$ cat src/awd_pkg.sv
package awd_pkg;

  // task-file register indices on the plain register port
  localparam logic [3:0] TF_FEAT_ERR = 4'h1;
  localparam logic [3:0] TF_CNT      = 4'h2;
  localparam logic [3:0] TF_SN       = 4'h3;
  localparam logic [3:0] TF_CL       = 4'h4;
  localparam logic [3:0] TF_CH       = 4'h5;
  localparam logic [3:0] TF_DH       = 4'h6;
  localparam logic [3:0] TF_CMD      = 4'h7;
  localparam logic [3:0] TF_CTL      = 4'h8;
  localparam logic [3:0] TF_CFG      = 4'h9;

  // opcodes
  localparam logic [7:0] OP_WDMA       = 8'hca;
  localparam logic [7:0] OP_RETRY_MASK = 8'hfe;
  localparam logic [7:0] OP_WDMA_EXT   = 8'h35;
  localparam logic [7:0] OP_WDMA_FUA   = 8'h3d;

  // field positions
  localparam int unsigned DH_LBA  = 6;
  localparam int unsigned DH_DEV  = 4;
  localparam int unsigned CTL_HOB = 7;
  localparam int unsigned CFG_WCE = 0;

  // error and status masks
  localparam logic [7:0] ERR_NONE = 8'h00;
  localparam logic [7:0] ERR_CRC  = 8'h80;
  localparam logic [7:0] ERR_IDN  = 8'h10;
  localparam logic [7:0] ERR_ABT  = 8'h04;
  localparam logic [7:0] STS_BSY  = 8'h80;
  localparam logic [7:0] STS_RDY  = 8'h40;
  localparam logic [7:0] STS_DSC  = 8'h10;
  localparam logic [7:0] STS_DRQ  = 8'h08;
  localparam logic [7:0] STS_ERR  = 8'h01;

  // sizes and counts
  localparam logic [7:0]  WORD_LAST  = 8'hff;
  localparam logic [7:0]  WORD_FIRST = 8'h00;
  localparam logic [16:0] CNT28_ZERO = 17'h00100;
  localparam logic [16:0] CNT48_ZERO = 17'h10000;
  localparam logic [16:0] CNT_ONE    = 17'h00001;

  // chs geometry used when stepping a non-lba address
  localparam logic [7:0] CHS_SPT        = 8'h3f;
  localparam logic [7:0] CHS_SECT_FIRST = 8'h01;
  localparam logic [3:0] CHS_HEAD_LAST  = 4'hf;

  // reset values and own device select
  localparam logic [7:0] TF_RST  = 8'h00;
  localparam logic       WCE_RST = 1'b0;
  localparam logic       DEV_OWN = 1'b0;

  typedef enum logic [2:0] {S_IDLE, S_XFER, S_MEDIA, S_FLUSH, S_DONE} awd_state_t;

endpackage

$ cat src/awd_addr_trk.sv
`timescale 1ns/1ns
module awd_addr_trk import awd_pkg::*; (
  input  wire logic        clk_sys_i,
  input  wire logic        resetn_i,
  input  wire logic        load_i,
  input  wire logic        lba_i,
  input  wire logic [47:0] start_i,
  input  wire logic [16:0] count_i,
  input  wire logic        step_i,
  output logic      [47:0] cur_o,
  output logic      [47:0] last_o,
  output logic      [16:0] left_o
);

  logic [47:0] cur_r, cur_nxt, last_r, last_nxt;
  logic [16:0] left_r, left_nxt;
  logic        lba_r, lba_nxt;

  // next sector address; chs walks sector, then head, then cylinder
  function automatic logic [47:0] addr_inc(input logic [47:0] a, input logic lba);
    logic [47:0] r;
    r = a + 48'h1;
    if (!lba) begin
      r = a;
      if (a[7:0] >= CHS_SPT) begin
        r[7:0] = CHS_SECT_FIRST;
        if (a[27:24] >= CHS_HEAD_LAST) begin
          r[27:24] = 4'h0;
          r[23:8]  = a[23:8] + 16'h1;
        end else begin
          r[27:24] = a[27:24] + 4'h1;
        end
      end else begin
        r[7:0] = a[7:0] + 8'h1;
      end
    end
    return r;
  endfunction

  always_comb begin
    cur_nxt  = cur_r;
    last_nxt = last_r;
    left_nxt = left_r;
    lba_nxt  = lba_r;
    if (load_i) begin
      cur_nxt  = start_i;
      last_nxt = start_i;
      left_nxt = count_i;
      lba_nxt  = lba_i;
    end else if (step_i) begin
      last_nxt = cur_r;
      cur_nxt  = addr_inc(cur_r, lba_r);
      left_nxt = left_r - CNT_ONE;
    end
  end

  always_ff @(posedge clk_sys_i or negedge resetn_i) begin
    if (!resetn_i) begin
      cur_r  <= 48'h0;
      last_r <= 48'h0;
      left_r <= 17'h0;
      lba_r  <= 1'b0;
    end else begin
      cur_r  <= cur_nxt;
      last_r <= last_nxt;
      left_r <= left_nxt;
      lba_r  <= lba_nxt;
    end
  end

  assign cur_o  = cur_r;
  assign last_o = last_r;
  assign left_o = left_r;

endmodule

$ cat src/awd_write_dma.sv
// How it works
// - 28-bit head field: chs head, or address bits 24-27 under lba.
// - retry bit of the 28-bit opcode ignored; both variants identical.
// - 28-bit completion returns untransferred sector count, zero unless error.
// - 28-bit completion returns last sector number, or address bits 0-7.
// - 28-bit completion returns last cylinder, or address bits 8-15 and 16-23.
// - 28-bit completion returns last head, or address bits 24-27.
// - fua opcode commits data to media before status, cache or not.
// - write data arrives as 16-bit words through the data port.
// - each word moves only while the device asserts its dma request.
// - exactly one interrupt per command when transfer ends and status valid.
// - uncorrectable error stops the transfer at the failing sector.
// - opcode 35h decoded as 48-bit dma write.
// - 48-bit count is previous:current; zero means 65,536 sectors.
// - 48-bit start address assembled from current and previous bytes.
// - 48-bit failure returns failing address; hob selects high bytes.
// - 28-bit count of zero means 256 sectors.
// - 28-bit sector number: chs sector, or address bits 0-7 under lba.
`timescale 1ns/1ns
module awd_write_dma import awd_pkg::*; (
  input  wire logic        clk_sys_i,
  input  wire logic        resetn_i,
  input  wire logic [3:0]  reg_addr_i,
  input  wire logic [7:0]  reg_wdata_i,
  input  wire logic        reg_wr_i,
  input  wire logic        reg_rd_i,
  output logic      [7:0]  reg_rdata_o,
  output logic             dmarq_o,
  input  wire logic        dma_wr_i,
  input  wire logic [15:0] dma_data_i,
  input  wire logic        crc_err_i,
  output logic      [15:0] media_data_o,
  output logic             media_valid_o,
  output logic             media_sector_end_o,
  output logic             media_flush_o,
  input  wire logic        media_ok_i,
  input  wire logic        media_unc_i,
  input  wire logic        media_flushed_i,
  output logic             intrq_o
);

  function automatic logic op_is28(input logic [7:0] op);
    return (op & OP_RETRY_MASK) == OP_WDMA;
  endfunction

  function automatic logic op_is48(input logic [7:0] op);
    return (op == OP_WDMA_EXT) || (op == OP_WDMA_FUA);
  endfunction

  // task file: index 0 count, 1 sector number, 2 cylinder low, 3 cylinder high
  logic [7:0]  tf_cur_r  [4];
  logic [7:0]  tf_cur_nxt[4];
  logic [7:0]  tf_prv_r  [4];
  logic [7:0]  tf_prv_nxt[4];
  logic [7:0]  dh_r, dh_nxt, err_r, err_nxt, rdata_r, rdata_nxt, cause_r, cause_nxt;
  logic        hob_r, hob_nxt, wce_r, wce_nxt, sts_err_r, sts_err_nxt, intrq_r, intrq_nxt;
  awd_state_t  st_r, st_nxt;
  logic [7:0]  wcnt_r, wcnt_nxt;
  logic [15:0] mdata_r, mdata_nxt;
  logic        dmarq_r, dmarq_nxt, mvalid_r, mvalid_nxt, mend_r, mend_nxt;
  logic        mflush_r, mflush_nxt, fua_r, fua_nxt, ext_r, ext_nxt;
  logic        trk_load, trk_step, trk_lba, busy, fin, cmd_wr, dev_ok;
  logic [47:0] trk_start, trk_cur, trk_last, rep_addr;
  logic [16:0] trk_count, trk_left;
  logic [15:0] cnt48;
  logic [7:0]  status;

  assign busy   = st_r != S_IDLE;
  assign fin    = st_r == S_DONE;
  assign cmd_wr = reg_wr_i && (reg_addr_i == TF_CMD);
  assign dev_ok = dh_r[DH_DEV] == DEV_OWN;
  assign status = (busy ? STS_BSY : ERR_NONE) | STS_RDY | STS_DSC
                | (dmarq_r ? STS_DRQ : ERR_NONE) | (sts_err_r ? STS_ERR : ERR_NONE);
  assign cnt48  = {tf_prv_r[0], tf_cur_r[0]};

  // start address and count for the command being written
  always_comb begin
    trk_lba   = 1'b1;
    trk_start = {tf_prv_r[3], tf_prv_r[2], tf_prv_r[1],
                 tf_cur_r[3], tf_cur_r[2], tf_cur_r[1]};
    trk_count = (cnt48 == 16'h0) ? CNT48_ZERO : {1'b0, cnt48};
    if (op_is28(reg_wdata_i)) begin
      trk_lba   = dh_r[DH_LBA];
      trk_start = {20'h0, dh_r[3:0], tf_cur_r[3], tf_cur_r[2], tf_cur_r[1]};
      trk_count = (tf_cur_r[0] == TF_RST) ? CNT28_ZERO : {9'h0, tf_cur_r[0]};
    end
  end

  awd_addr_trk u_trk (
    .clk_sys_i (clk_sys_i),
    .resetn_i  (resetn_i),
    .load_i    (trk_load),
    .lba_i     (trk_lba),
    .start_i   (trk_start),
    .count_i   (trk_count),
    .step_i    (trk_step),
    .cur_o     (trk_cur),
    .last_o    (trk_last),
    .left_o    (trk_left)
  );

  // transfer engine
  always_comb begin
    st_nxt     = st_r;
    wcnt_nxt   = wcnt_r;
    mdata_nxt  = mdata_r;
    mvalid_nxt = 1'b0;
    mend_nxt   = 1'b0;
    mflush_nxt = 1'b0;
    fua_nxt    = fua_r;
    ext_nxt    = ext_r;
    cause_nxt  = cause_r;
    trk_load   = 1'b0;
    trk_step   = 1'b0;
    unique case (st_r)
      S_IDLE: begin
        // a command for the other device on the cable is not ours
        if (cmd_wr && dev_ok) begin
          if (op_is28(reg_wdata_i) || op_is48(reg_wdata_i)) begin
            trk_load  = 1'b1;
            ext_nxt   = op_is48(reg_wdata_i);
            fua_nxt   = reg_wdata_i == OP_WDMA_FUA;
            cause_nxt = ERR_NONE;
            wcnt_nxt  = WORD_FIRST;
            st_nxt    = S_XFER;
          end else begin
            cause_nxt = ERR_ABT;
            st_nxt    = S_DONE;
          end
        end
      end
      S_XFER: begin
        if (crc_err_i) begin
          cause_nxt = ERR_CRC | ERR_ABT;
          st_nxt    = S_DONE;
        end else if (dma_wr_i && dmarq_r) begin
          mdata_nxt  = dma_data_i;
          mvalid_nxt = 1'b1;
          wcnt_nxt   = wcnt_r + 8'h1;
          if (wcnt_r == WORD_LAST) begin
            mend_nxt = 1'b1;
            st_nxt   = S_MEDIA;
          end
        end
      end
      S_MEDIA: begin
        if (media_unc_i) begin
          cause_nxt = ERR_IDN;
          st_nxt    = S_DONE;
        end else if (media_ok_i) begin
          trk_step = 1'b1;
          if (trk_left != CNT_ONE) begin
            st_nxt = S_XFER;
          end else if (fua_r || !wce_r) begin
            // the cache may only hold data back when it is on and fua is clear
            mflush_nxt = 1'b1;
            st_nxt     = S_FLUSH;
          end else begin
            st_nxt = S_DONE;
          end
        end
      end
      S_FLUSH: begin
        if (media_unc_i) begin
          cause_nxt = ERR_IDN;
          st_nxt    = S_DONE;
        end else if (media_flushed_i) begin
          st_nxt = S_DONE;
        end
      end
      S_DONE: st_nxt = S_IDLE;
    endcase
    dmarq_nxt = st_nxt == S_XFER;
  end

  always_ff @(posedge clk_sys_i or negedge resetn_i) begin
    if (!resetn_i) begin
      st_r     <= S_IDLE;
      wcnt_r   <= WORD_FIRST;
      mdata_r  <= 16'h0;
      dmarq_r  <= 1'b0;
      mvalid_r <= 1'b0;
      mend_r   <= 1'b0;
      mflush_r <= 1'b0;
      fua_r    <= 1'b0;
      ext_r    <= 1'b0;
      cause_r  <= ERR_NONE;
    end else begin
      st_r     <= st_nxt;
      wcnt_r   <= wcnt_nxt;
      mdata_r  <= mdata_nxt;
      dmarq_r  <= dmarq_nxt;
      mvalid_r <= mvalid_nxt;
      mend_r   <= mend_nxt;
      mflush_r <= mflush_nxt;
      fua_r    <= fua_nxt;
      ext_r    <= ext_nxt;
      cause_r  <= cause_nxt;
    end
  end

  // failing sector for a failed 48-bit write, otherwise the last one written
  assign rep_addr = (ext_r && cause_r != ERR_NONE) ? trk_cur : trk_last;

  // task file, status and read port
  always_comb begin
    tf_cur_nxt  = tf_cur_r;
    tf_prv_nxt  = tf_prv_r;
    dh_nxt      = dh_r;
    hob_nxt     = hob_r;
    wce_nxt     = wce_r;
    err_nxt     = err_r;
    sts_err_nxt = sts_err_r;
    rdata_nxt   = TF_RST;
    if (reg_wr_i && !busy) begin
      for (int i = 0; i < 4; i++) begin
        if (reg_addr_i == TF_CNT + 4'(i)) begin
          tf_prv_nxt[i] = tf_cur_r[i];
          tf_cur_nxt[i] = reg_wdata_i;
        end
      end
      if (reg_addr_i == TF_DH) begin
        dh_nxt = reg_wdata_i;
      end
      if (reg_addr_i == TF_CFG) begin
        wce_nxt = reg_wdata_i[CFG_WCE];
      end
      if (reg_addr_i == TF_CMD) begin
        err_nxt     = ERR_NONE;
        sts_err_nxt = 1'b0;
      end
      if (reg_addr_i >= TF_CNT && reg_addr_i <= TF_DH) begin
        hob_nxt = 1'b0;
      end
    end
    if (reg_wr_i && reg_addr_i == TF_CTL) begin
      hob_nxt = reg_wdata_i[CTL_HOB];
    end
    if (fin) begin
      err_nxt     = cause_r;
      sts_err_nxt = cause_r != ERR_NONE;
      if (cause_r != ERR_ABT) begin
        tf_cur_nxt[0] = trk_left[7:0];
        tf_prv_nxt[0] = trk_left[15:8];
        tf_cur_nxt[1] = rep_addr[7:0];
        tf_cur_nxt[2] = rep_addr[15:8];
        tf_cur_nxt[3] = rep_addr[23:16];
        if (ext_r) begin
          tf_prv_nxt[1] = rep_addr[31:24];
          tf_prv_nxt[2] = rep_addr[39:32];
          tf_prv_nxt[3] = rep_addr[47:40];
        end else begin
          dh_nxt[3:0] = rep_addr[27:24];
        end
      end
    end
    if (reg_rd_i) begin
      unique case (reg_addr_i)
        TF_FEAT_ERR: rdata_nxt = err_r;
        TF_CNT, TF_SN, TF_CL, TF_CH: begin
          rdata_nxt = hob_r ? tf_prv_r[2'(reg_addr_i - TF_CNT)]
                            : tf_cur_r[2'(reg_addr_i - TF_CNT)];
        end
        TF_DH:   rdata_nxt = dh_r;
        TF_CMD:  rdata_nxt = status;
        TF_CTL:  rdata_nxt = status;
        TF_CFG:  rdata_nxt = {7'h0, wce_r};
        default: rdata_nxt = TF_RST;
      endcase
    end
    // a completion in the same cycle as a status read still raises the line
    intrq_nxt = fin || (intrq_r && !(reg_rd_i && reg_addr_i == TF_CMD) && !cmd_wr);
  end

  always_ff @(posedge clk_sys_i or negedge resetn_i) begin
    if (!resetn_i) begin
      for (int i = 0; i < 4; i++) begin
        tf_cur_r[i] <= TF_RST;
        tf_prv_r[i] <= TF_RST;
      end
      dh_r      <= TF_RST;
      hob_r     <= 1'b0;
      wce_r     <= WCE_RST;
      err_r     <= ERR_NONE;
      sts_err_r <= 1'b0;
      rdata_r   <= TF_RST;
      intrq_r   <= 1'b0;
    end else begin
      tf_cur_r  <= tf_cur_nxt;
      tf_prv_r  <= tf_prv_nxt;
      dh_r      <= dh_nxt;
      hob_r     <= hob_nxt;
      wce_r     <= wce_nxt;
      err_r     <= err_nxt;
      sts_err_r <= sts_err_nxt;
      rdata_r   <= rdata_nxt;
      intrq_r   <= intrq_nxt;
    end
  end

  assign reg_rdata_o        = rdata_r;
  assign dmarq_o            = dmarq_r;
  assign media_data_o       = mdata_r;
  assign media_valid_o      = mvalid_r;
  assign media_sector_end_o = mend_r;
  assign media_flush_o      = mflush_r;
  assign intrq_o            = intrq_r;
endmodule

$ cat config.mk
export PLATFORM = sky130hd
export DESIGN_NAME = awd_write_dma
export DESIGN_NICKNAME = d
export VERILOG_FILES = /design/src/awd_pkg.sv /design/src/awd_addr_trk.sv /design/src/awd_write_dma.sv
export SDC_FILE = /design/constraint.sdc
export NUM_CORES = 1
export LEC_CHECK = 0
export ABC_AREA = 1
export BUFFER_PORTS_ARGS = -buffer_cell sky130_fd_sc_hd__buf_2
export CORE_MARGIN = 2
export CORE_UTILIZATION = 30
export CTS_BUF_LIST = sky130_fd_sc_hd__clkbuf_4 sky130_fd_sc_hd__clkbuf_8 sky130_fd_sc_hd__clkbuf_16
export DETAILED_ROUTE_END_ITERATION = 12
export SYNTH_ARGS = -nofsm -noshare
export SYNTH_HDL_FRONTEND = slang
export SYNTH_SLANG_ARGS = --single-unit
$ cat constraint.sdc
create_clock -name clk_sys_i -period 3.82 [get_ports clk_sys_i]
set_input_delay 0.764 -clock clk_sys_i [delete_from_list [all_inputs] [get_ports clk_sys_i]]
set_output_delay 0.764 -clock clk_sys_i [all_outputs]
set_load 0.03 [all_outputs]
* Word level (Yosys, flattened, before mapping)
Index checks and enable logic that the tools add are counted.
Storage, ports and cells: bits in registers 247, output and inout bits 29, word-level logic and storage cells 221, input bits 37
Operators by class: bitwise logic cells 5, reductions and logical operators 47, $add $sub $neg 7, order comparisons 5, equal/unequal tests 26, mux-type cells 98
Operator list (number):
- 2-to-1 mux 48 bit | 7
- 2-to-1 mux 8 bit | 26
- 2-to-1 mux 32 bit | 6
- 2-to-1 mux 17 bit | 4
- adder 48 x 1 -> 48 bit, second input constant | 1
- one-hot mux 8 bit (5 select lines) | 1
- 2-to-1 mux 3 bit | 12
- binary-select mux 8 bit (select 2 bit) | 2
- 2-to-1 mux 4 bit | 7
- 2-to-1 mux 1 bit | 26
- 2-to-1 mux 24 bit | 1
- one-hot mux 8 bit (3 select lines) | 1
- 2-to-1 mux 20 bit | 1
- inequality test 17 x 1 -> 1 bit, second input constant | 1
- subtractor 17 x 1 -> 17 bit, second input constant | 1
- adder 16 x 1 -> 16 bit, second input constant | 1
- adder 8 x 1 -> 8 bit, second input constant | 2
- == test 4 x 3 -> 1 bit, second input constant | 4
- == test 8 x 6 -> 1 bit, second input constant | 2
- logical NOT 16 bit | 1
- 2-to-1 mux 16 bit | 1
- one-hot mux 8 bit (2 select lines) | 1
- one-hot mux 3 bit (5 select lines) | 1
- nonzero test 2 bit | 7
- other kinds (36) | 71

* Depth between registers and ports, before layout
depth after elaboration 8, mapped depth 14, mapped depth without buffers 13

* By module
From an unflattened synthesis, not the netlist that was laid out.
Unflattened totals: cells, all modules 2010, area, all modules 14139.8 µm²
By module, submodules not included:
- awd_write_dma | seq. area each 3078.0 µm², cells an instance 1028, area each 7229.4 µm², instances 1
- awd_addr_trk | seq. area each 2852.7 µm², cells an instance 982, area each 6910.4 µm², instances 1

* Worst setup path before layout
No wires, ideal clock.
path type in2reg, start point input reg_wdata_i[7], end point register u_trk.left_r[11], in the netlist u_trk.left_o[11], data arrival time 1913 ps, stages on the path 13, library setup time 123 ps, path buffers 3, slack 1784 ps, required time 3697 ps, cells stage by stage inv_1 nand2_1 nor2_1 nand2_1 nand2_2 nand2_2 buf_6 inv_2 buf_4 buf_6 nor3_1 o21ai_0 nand2_1
Between the ends: longest elaborated chain between the ends 7, elaborated cells between the ends (all ways) 11, classes of those cells 3 x eq/ne; 5 x mux; 3 x reduce/logical
RTL lines:
- start: declaration | line awd_write_dma.sv:24 | input wire logic [7:0] reg_wdata_i,
- == test 8 x 6 -> 1 bit | line awd_write_dma.sv:47 | return (op == OP_WDMA_EXT) || (op == OP_WDMA_FUA);
- logical OR 1 bit | line awd_write_dma.sv:47
- logical OR 1 bit | line awd_write_dma.sv:119 | if (op_is28(reg_wdata_i) || op_is48(reg_wdata_i)) begin
- 2-to-1 mux 1 bit | line awd_write_dma.sv:119
- 2-to-1 mux 1 bit | line awd_write_dma.sv:118 | if (cmd_wr && dev_ok) begin
- 2-to-1 mux 1 bit | line awd_write_dma.sv:115 | unique case (st_r)
- 2-to-1 mux 17 bit or nonzero test 2 bit (tied branches)
- end signal: assignment | line awd_addr_trk.sv:66 | left_r <= left_nxt;
- end: declaration | line awd_addr_trk.sv:16 | logic [16:0] left_r, left_nxt;
Parallel ways exist; a longest one is shown, timed or not. A chain may end at the register's enable or synchronous reset.

* Worst setup path in the final report
start point input reg_wdata_i[7], end point register u_trk.cur_r[21], in the netlist u_trk.cur_o[21]
Between the ends: longest elaborated chain between the ends 8, elaborated cells between the ends (all ways) 13, classes of those cells 3 x eq/ne; 4 x mux; 6 x reduce/logical
RTL lines:
- == test 8 x 6 -> 1 bit | line awd_write_dma.sv:47
- logical OR 1 bit | line awd_write_dma.sv:47
- logical OR 1 bit * | line awd_write_dma.sv:119
- 2-to-1 mux 1 bit * | line awd_write_dma.sv:119
- 2-to-1 mux 1 bit * | line awd_write_dma.sv:118
- 2-to-1 mux 1 bit * | line awd_write_dma.sv:115
- nonzero test 3 bit (no source line) or nonzero test 2 bit (tied branches)
- AND reduction 3 bit (no source line)
- end signal: assignment | line awd_addr_trk.sv:64 | cur_r <= cur_nxt;
- end: declaration | line awd_addr_trk.sv:15 | logic [47:0] cur_r, cur_nxt, last_r, last_nxt;
Every way passes the cells marked *; elsewhere a longest branch is shown, timed or not.

==> impl_metrics.py <==
metrics = {
    "timing": {
        "maxSlewViolCount": 0,
        "fin_crit_sh": 0.7137,
        "period_needed_ns": 2.726,
        "rsz0062_at_grt": "false",
        "setup_viol": 0,
        "worst_slew_pin_slew_ns": 0.8929,
        "setup_slack_ns": 1.094,
        "holdWs_ns": 0.1720,
        "hold_viol": 0,
        "max_freq_mhz": 366.8,
        "finClkSkew_ns": 0.02785,
        "slew_headroom": 0.4040,
        "tns_ns": 0,
    },
    "worst_hold_path": {
        "hp-class": "in2async",
    },
    "floorplan": {
        "die-area_sq_mm": 0.04842,
        "start_util": 0.3021,
        "die_w_microns": 220.1,
        "num_rows": 79,
        "io_pins": 66,
        "core-area_sq_mm": 0.04636,
        "die_height_microns": 220.1,
    },
    "yosys": {
        "syn_avg_cell_area_sq_um": 7.098,
        "ys_warn_count": 0,
        "synth.most_common_cell": "nand2_1",
        "synthTopCellsByCount": "512 x nand2_1, 237 x dfrtp_1, 228 x inv_1",
        "yosysUniqueCellTypes": 43,
        "async_flop_share": 1.000,
        "synth_top_cell_area_share": 0.4235,
        "synth_edf_count": 0,
        "syn-cell-area_sq_mm": 0.01400,
        "syn_inst": 1973,
        "synth_area_leader_cell": "dfrtp_1",
        "synth_seq_area_share": 0.4235,
        "synth_area_leaders": "dfrtp_1 42%, nand2_1 14%, inv_1 6.1%",
        "synth_flop_cell": "dfrtp_1",
        "ys_ff_latch": 237,
        "synth_fp_nets": 2016,
    },
    "cts": {
        "cts_made_buffers": 29,
        "root_buffer": "clkbuf_16",
        "clock_latency_ns": 0.58,
        "clkSlewWorstSetupHoldPaths_ns": 0.06,
        "cts-htree-levels": 1,
        "cts-resized-gates": 0,
        "cts_sinks": 237,
        "post_cts_buffers": 0,
        "cts_tree": "yes",
        "cts_max_path_buffers": 3,
        "ctsHoldBuffers": 0,
    },
    "detailed_routing": {
        "firstDrtPassIters": 5,
        "final_antenna_net_count": 0,
        "via_per_inst": 5.422,
        "drt-initial-drc-count": 1567,
        "vias": 14330,
        "wire_per_inst_microns": 20.27,
        "drc_errors": 0,
        "drt-total-wl_microns": 53560,
    },
    "global_routing": {
        "grt_pass1_wl_microns": 82280,
        "grt_max_degree": 75,
        "grt_use_total": 0.2211,
        "antenna_found_initial": 3,
        "grt.overflow.total": 0,
        "grt_pass1_vias": 13800,
    },
    "power": {
        "power_leakage_nw": 7.701,
        "powerDensity_mw_per_mm2": 579.3,
        "total_power_mw": 9.254,
        "irDropWorstVdd_uv": 385.8,
    },
    "critical_path": {
        "crit_required_ns": 4.28,
        "path_cells": "buf_2 > inv_1 > nand2_1 > nor2_1 > nand2_1 > nand2_2 > nand2_2 > nand2_2 > nand2_2 > nor2_2 > inv_1 > nand2_1 > nand2_1",
        "startpoint_type": "primary input",
        "crit_path_max_incr_delay_ns": 0.52,
        "worstSetupPathType": "in2reg",
        "cp_max_fo": 17,
        "crit_arrival_ns": 3.19,
        "worstSetupEndpointType": "flop",
        "cp_slowest_cell": "nor2_2",
    },
    "cells_and_area": {
        "postLayoutCellArea_sq_mm": 0.01597,
        "drive_above_1_share": 0.08653,
        "fin_cells": 2643,
        "fin_util": 0.3446,
        "syn2layout_area_growth_pct": 14.07,
        "fin_nets": 2056,
    },
    "place": {
        "place_inst": 2589,
        "io_buffers": 65,
        "dpl_cell_area_sq_mm": 0.01492,
        "pre_cts_ws_ns": 0.5087,
        "place.gp.congestion": 0.9310,
        "dp_hpwl_microns": 39790,
    },
    "status": {
        "outcome": "complete, no violations",
    },
    "job": {
        "max_cap_violations": 0,
    },
}
[path summary, 6_finish.rpt]
kind | from | to | cells past startpoint | slack, ns
max | reg_wdata_i[7] | u_trk.cur_o[21]$_DFFE_PN0P_ | 13 | 1.09
min | resetn_i | media_data_o[10]$_DFFE_PN0P_ | 1 | 0.17
max reg2reg | cause_r[7]$_DFFE_PN0P_ | tf_cur_r[12]$_DFF_PN0_ | 8 | 1.14
min reg2reg | media_data_o[1]$_DFFE_PN0P_ | media_data_o[1]$_DFFE_PN0P_ | 2 | 0.48
max in group asynchronous | resetn_i | u_trk.last_o[3]$_DFFE_PN0P_ | 2 | 2.77
min in group clk_sys_i | dma_data_i[2] | media_data_o[2]$_DFFE_PN0P_ | 3 | 0.40
[metal layers]
metal,GRT usage,share of wire
met1,0.3033,0.44
met3,0.04624,0.082
met4,0.06667,0.030
met2,0.3490,0.45
met5,0,0.00022
[cell usage in the layout (no fill, tap or decap), types with 4 or more instances in the layout]
cell type / instances
nand4_1: 27
nand3_1: 147
a21oi_1: 116
buf_2: 64
o21ai_0: 163
nor2_2: 6
xor2_1: 10
o22ai_1: 23
inv_2: 8
clkbuf_8: 7
a31oi_1: 8
a22oi_1: 8
o211ai_1: 55
nor3_1: 40
bufinv_16: 5
o221ai_1: 28
inv_1: 228
nor2_1: 210
o2111ai_1: 4
clkbuf_16: 29
dfrtp_1: 237
buf_4: 21
nand2_2: 9
ha_1: 6
o21ai_1: 10
nand2_1: 512
clkinv_2: 5
clkinvlp_4: 4
clkinv_1: 5
mux2i_1: 8
[worst max-delay path: cells and delay by family]
kind,cells,cell delay (ns)
simple gates,10,1.73
buf+inv,3,0.67
[power breakdown]
group	total [mW]	internal [mW]	switching, mW
clock network	3.04	1.86	1.19
registers	3.76	3.07	0.692
logic	2.45	0.737	1.72
[registers in the layout, summed over array words and instances (netlist names), 3 cells and up]
signal        cells
u_trk.cur_o      48
tf_cur_r         24
u_trk.last_o     48
cause_r           3
st_r              3
reg_rdata_o       8
wcnt_r            8
media_data_o     16
cnt48            16
err_r             3
dh_r              8
u_trk.left_o     17
tf_prv_r         24
[final cells by class]
| class | instances | area, sq um |
|---|---|---|
| tap | 607 | 759.5 |
| timing repair buffer | 89 | 553.0 |
| inverter | 241 | 904.6 |
| clock inverter | 16 | 222.7 |
| multi-input combinational | 1415 | 6777 |
| sequential | 237 | 5931 |
| fill | 4954 | 30380 |
| antenna | 2 | 5.005 |
| clock buffer | 36 | 822.0 |
[kinds of logic after synthesis]
kind of cell	share of synthesized area
xor gates and xnor gates	0.006254
DFF	0.4235
AOI/OAI and AO/OA	0.1773
adders and majority gates	0.005361
muxes	0.005719
and+or+nand+nor	0.2893
buffers and inverters	0.09257
Note: power is estimated with default switching activity, not from simulation.
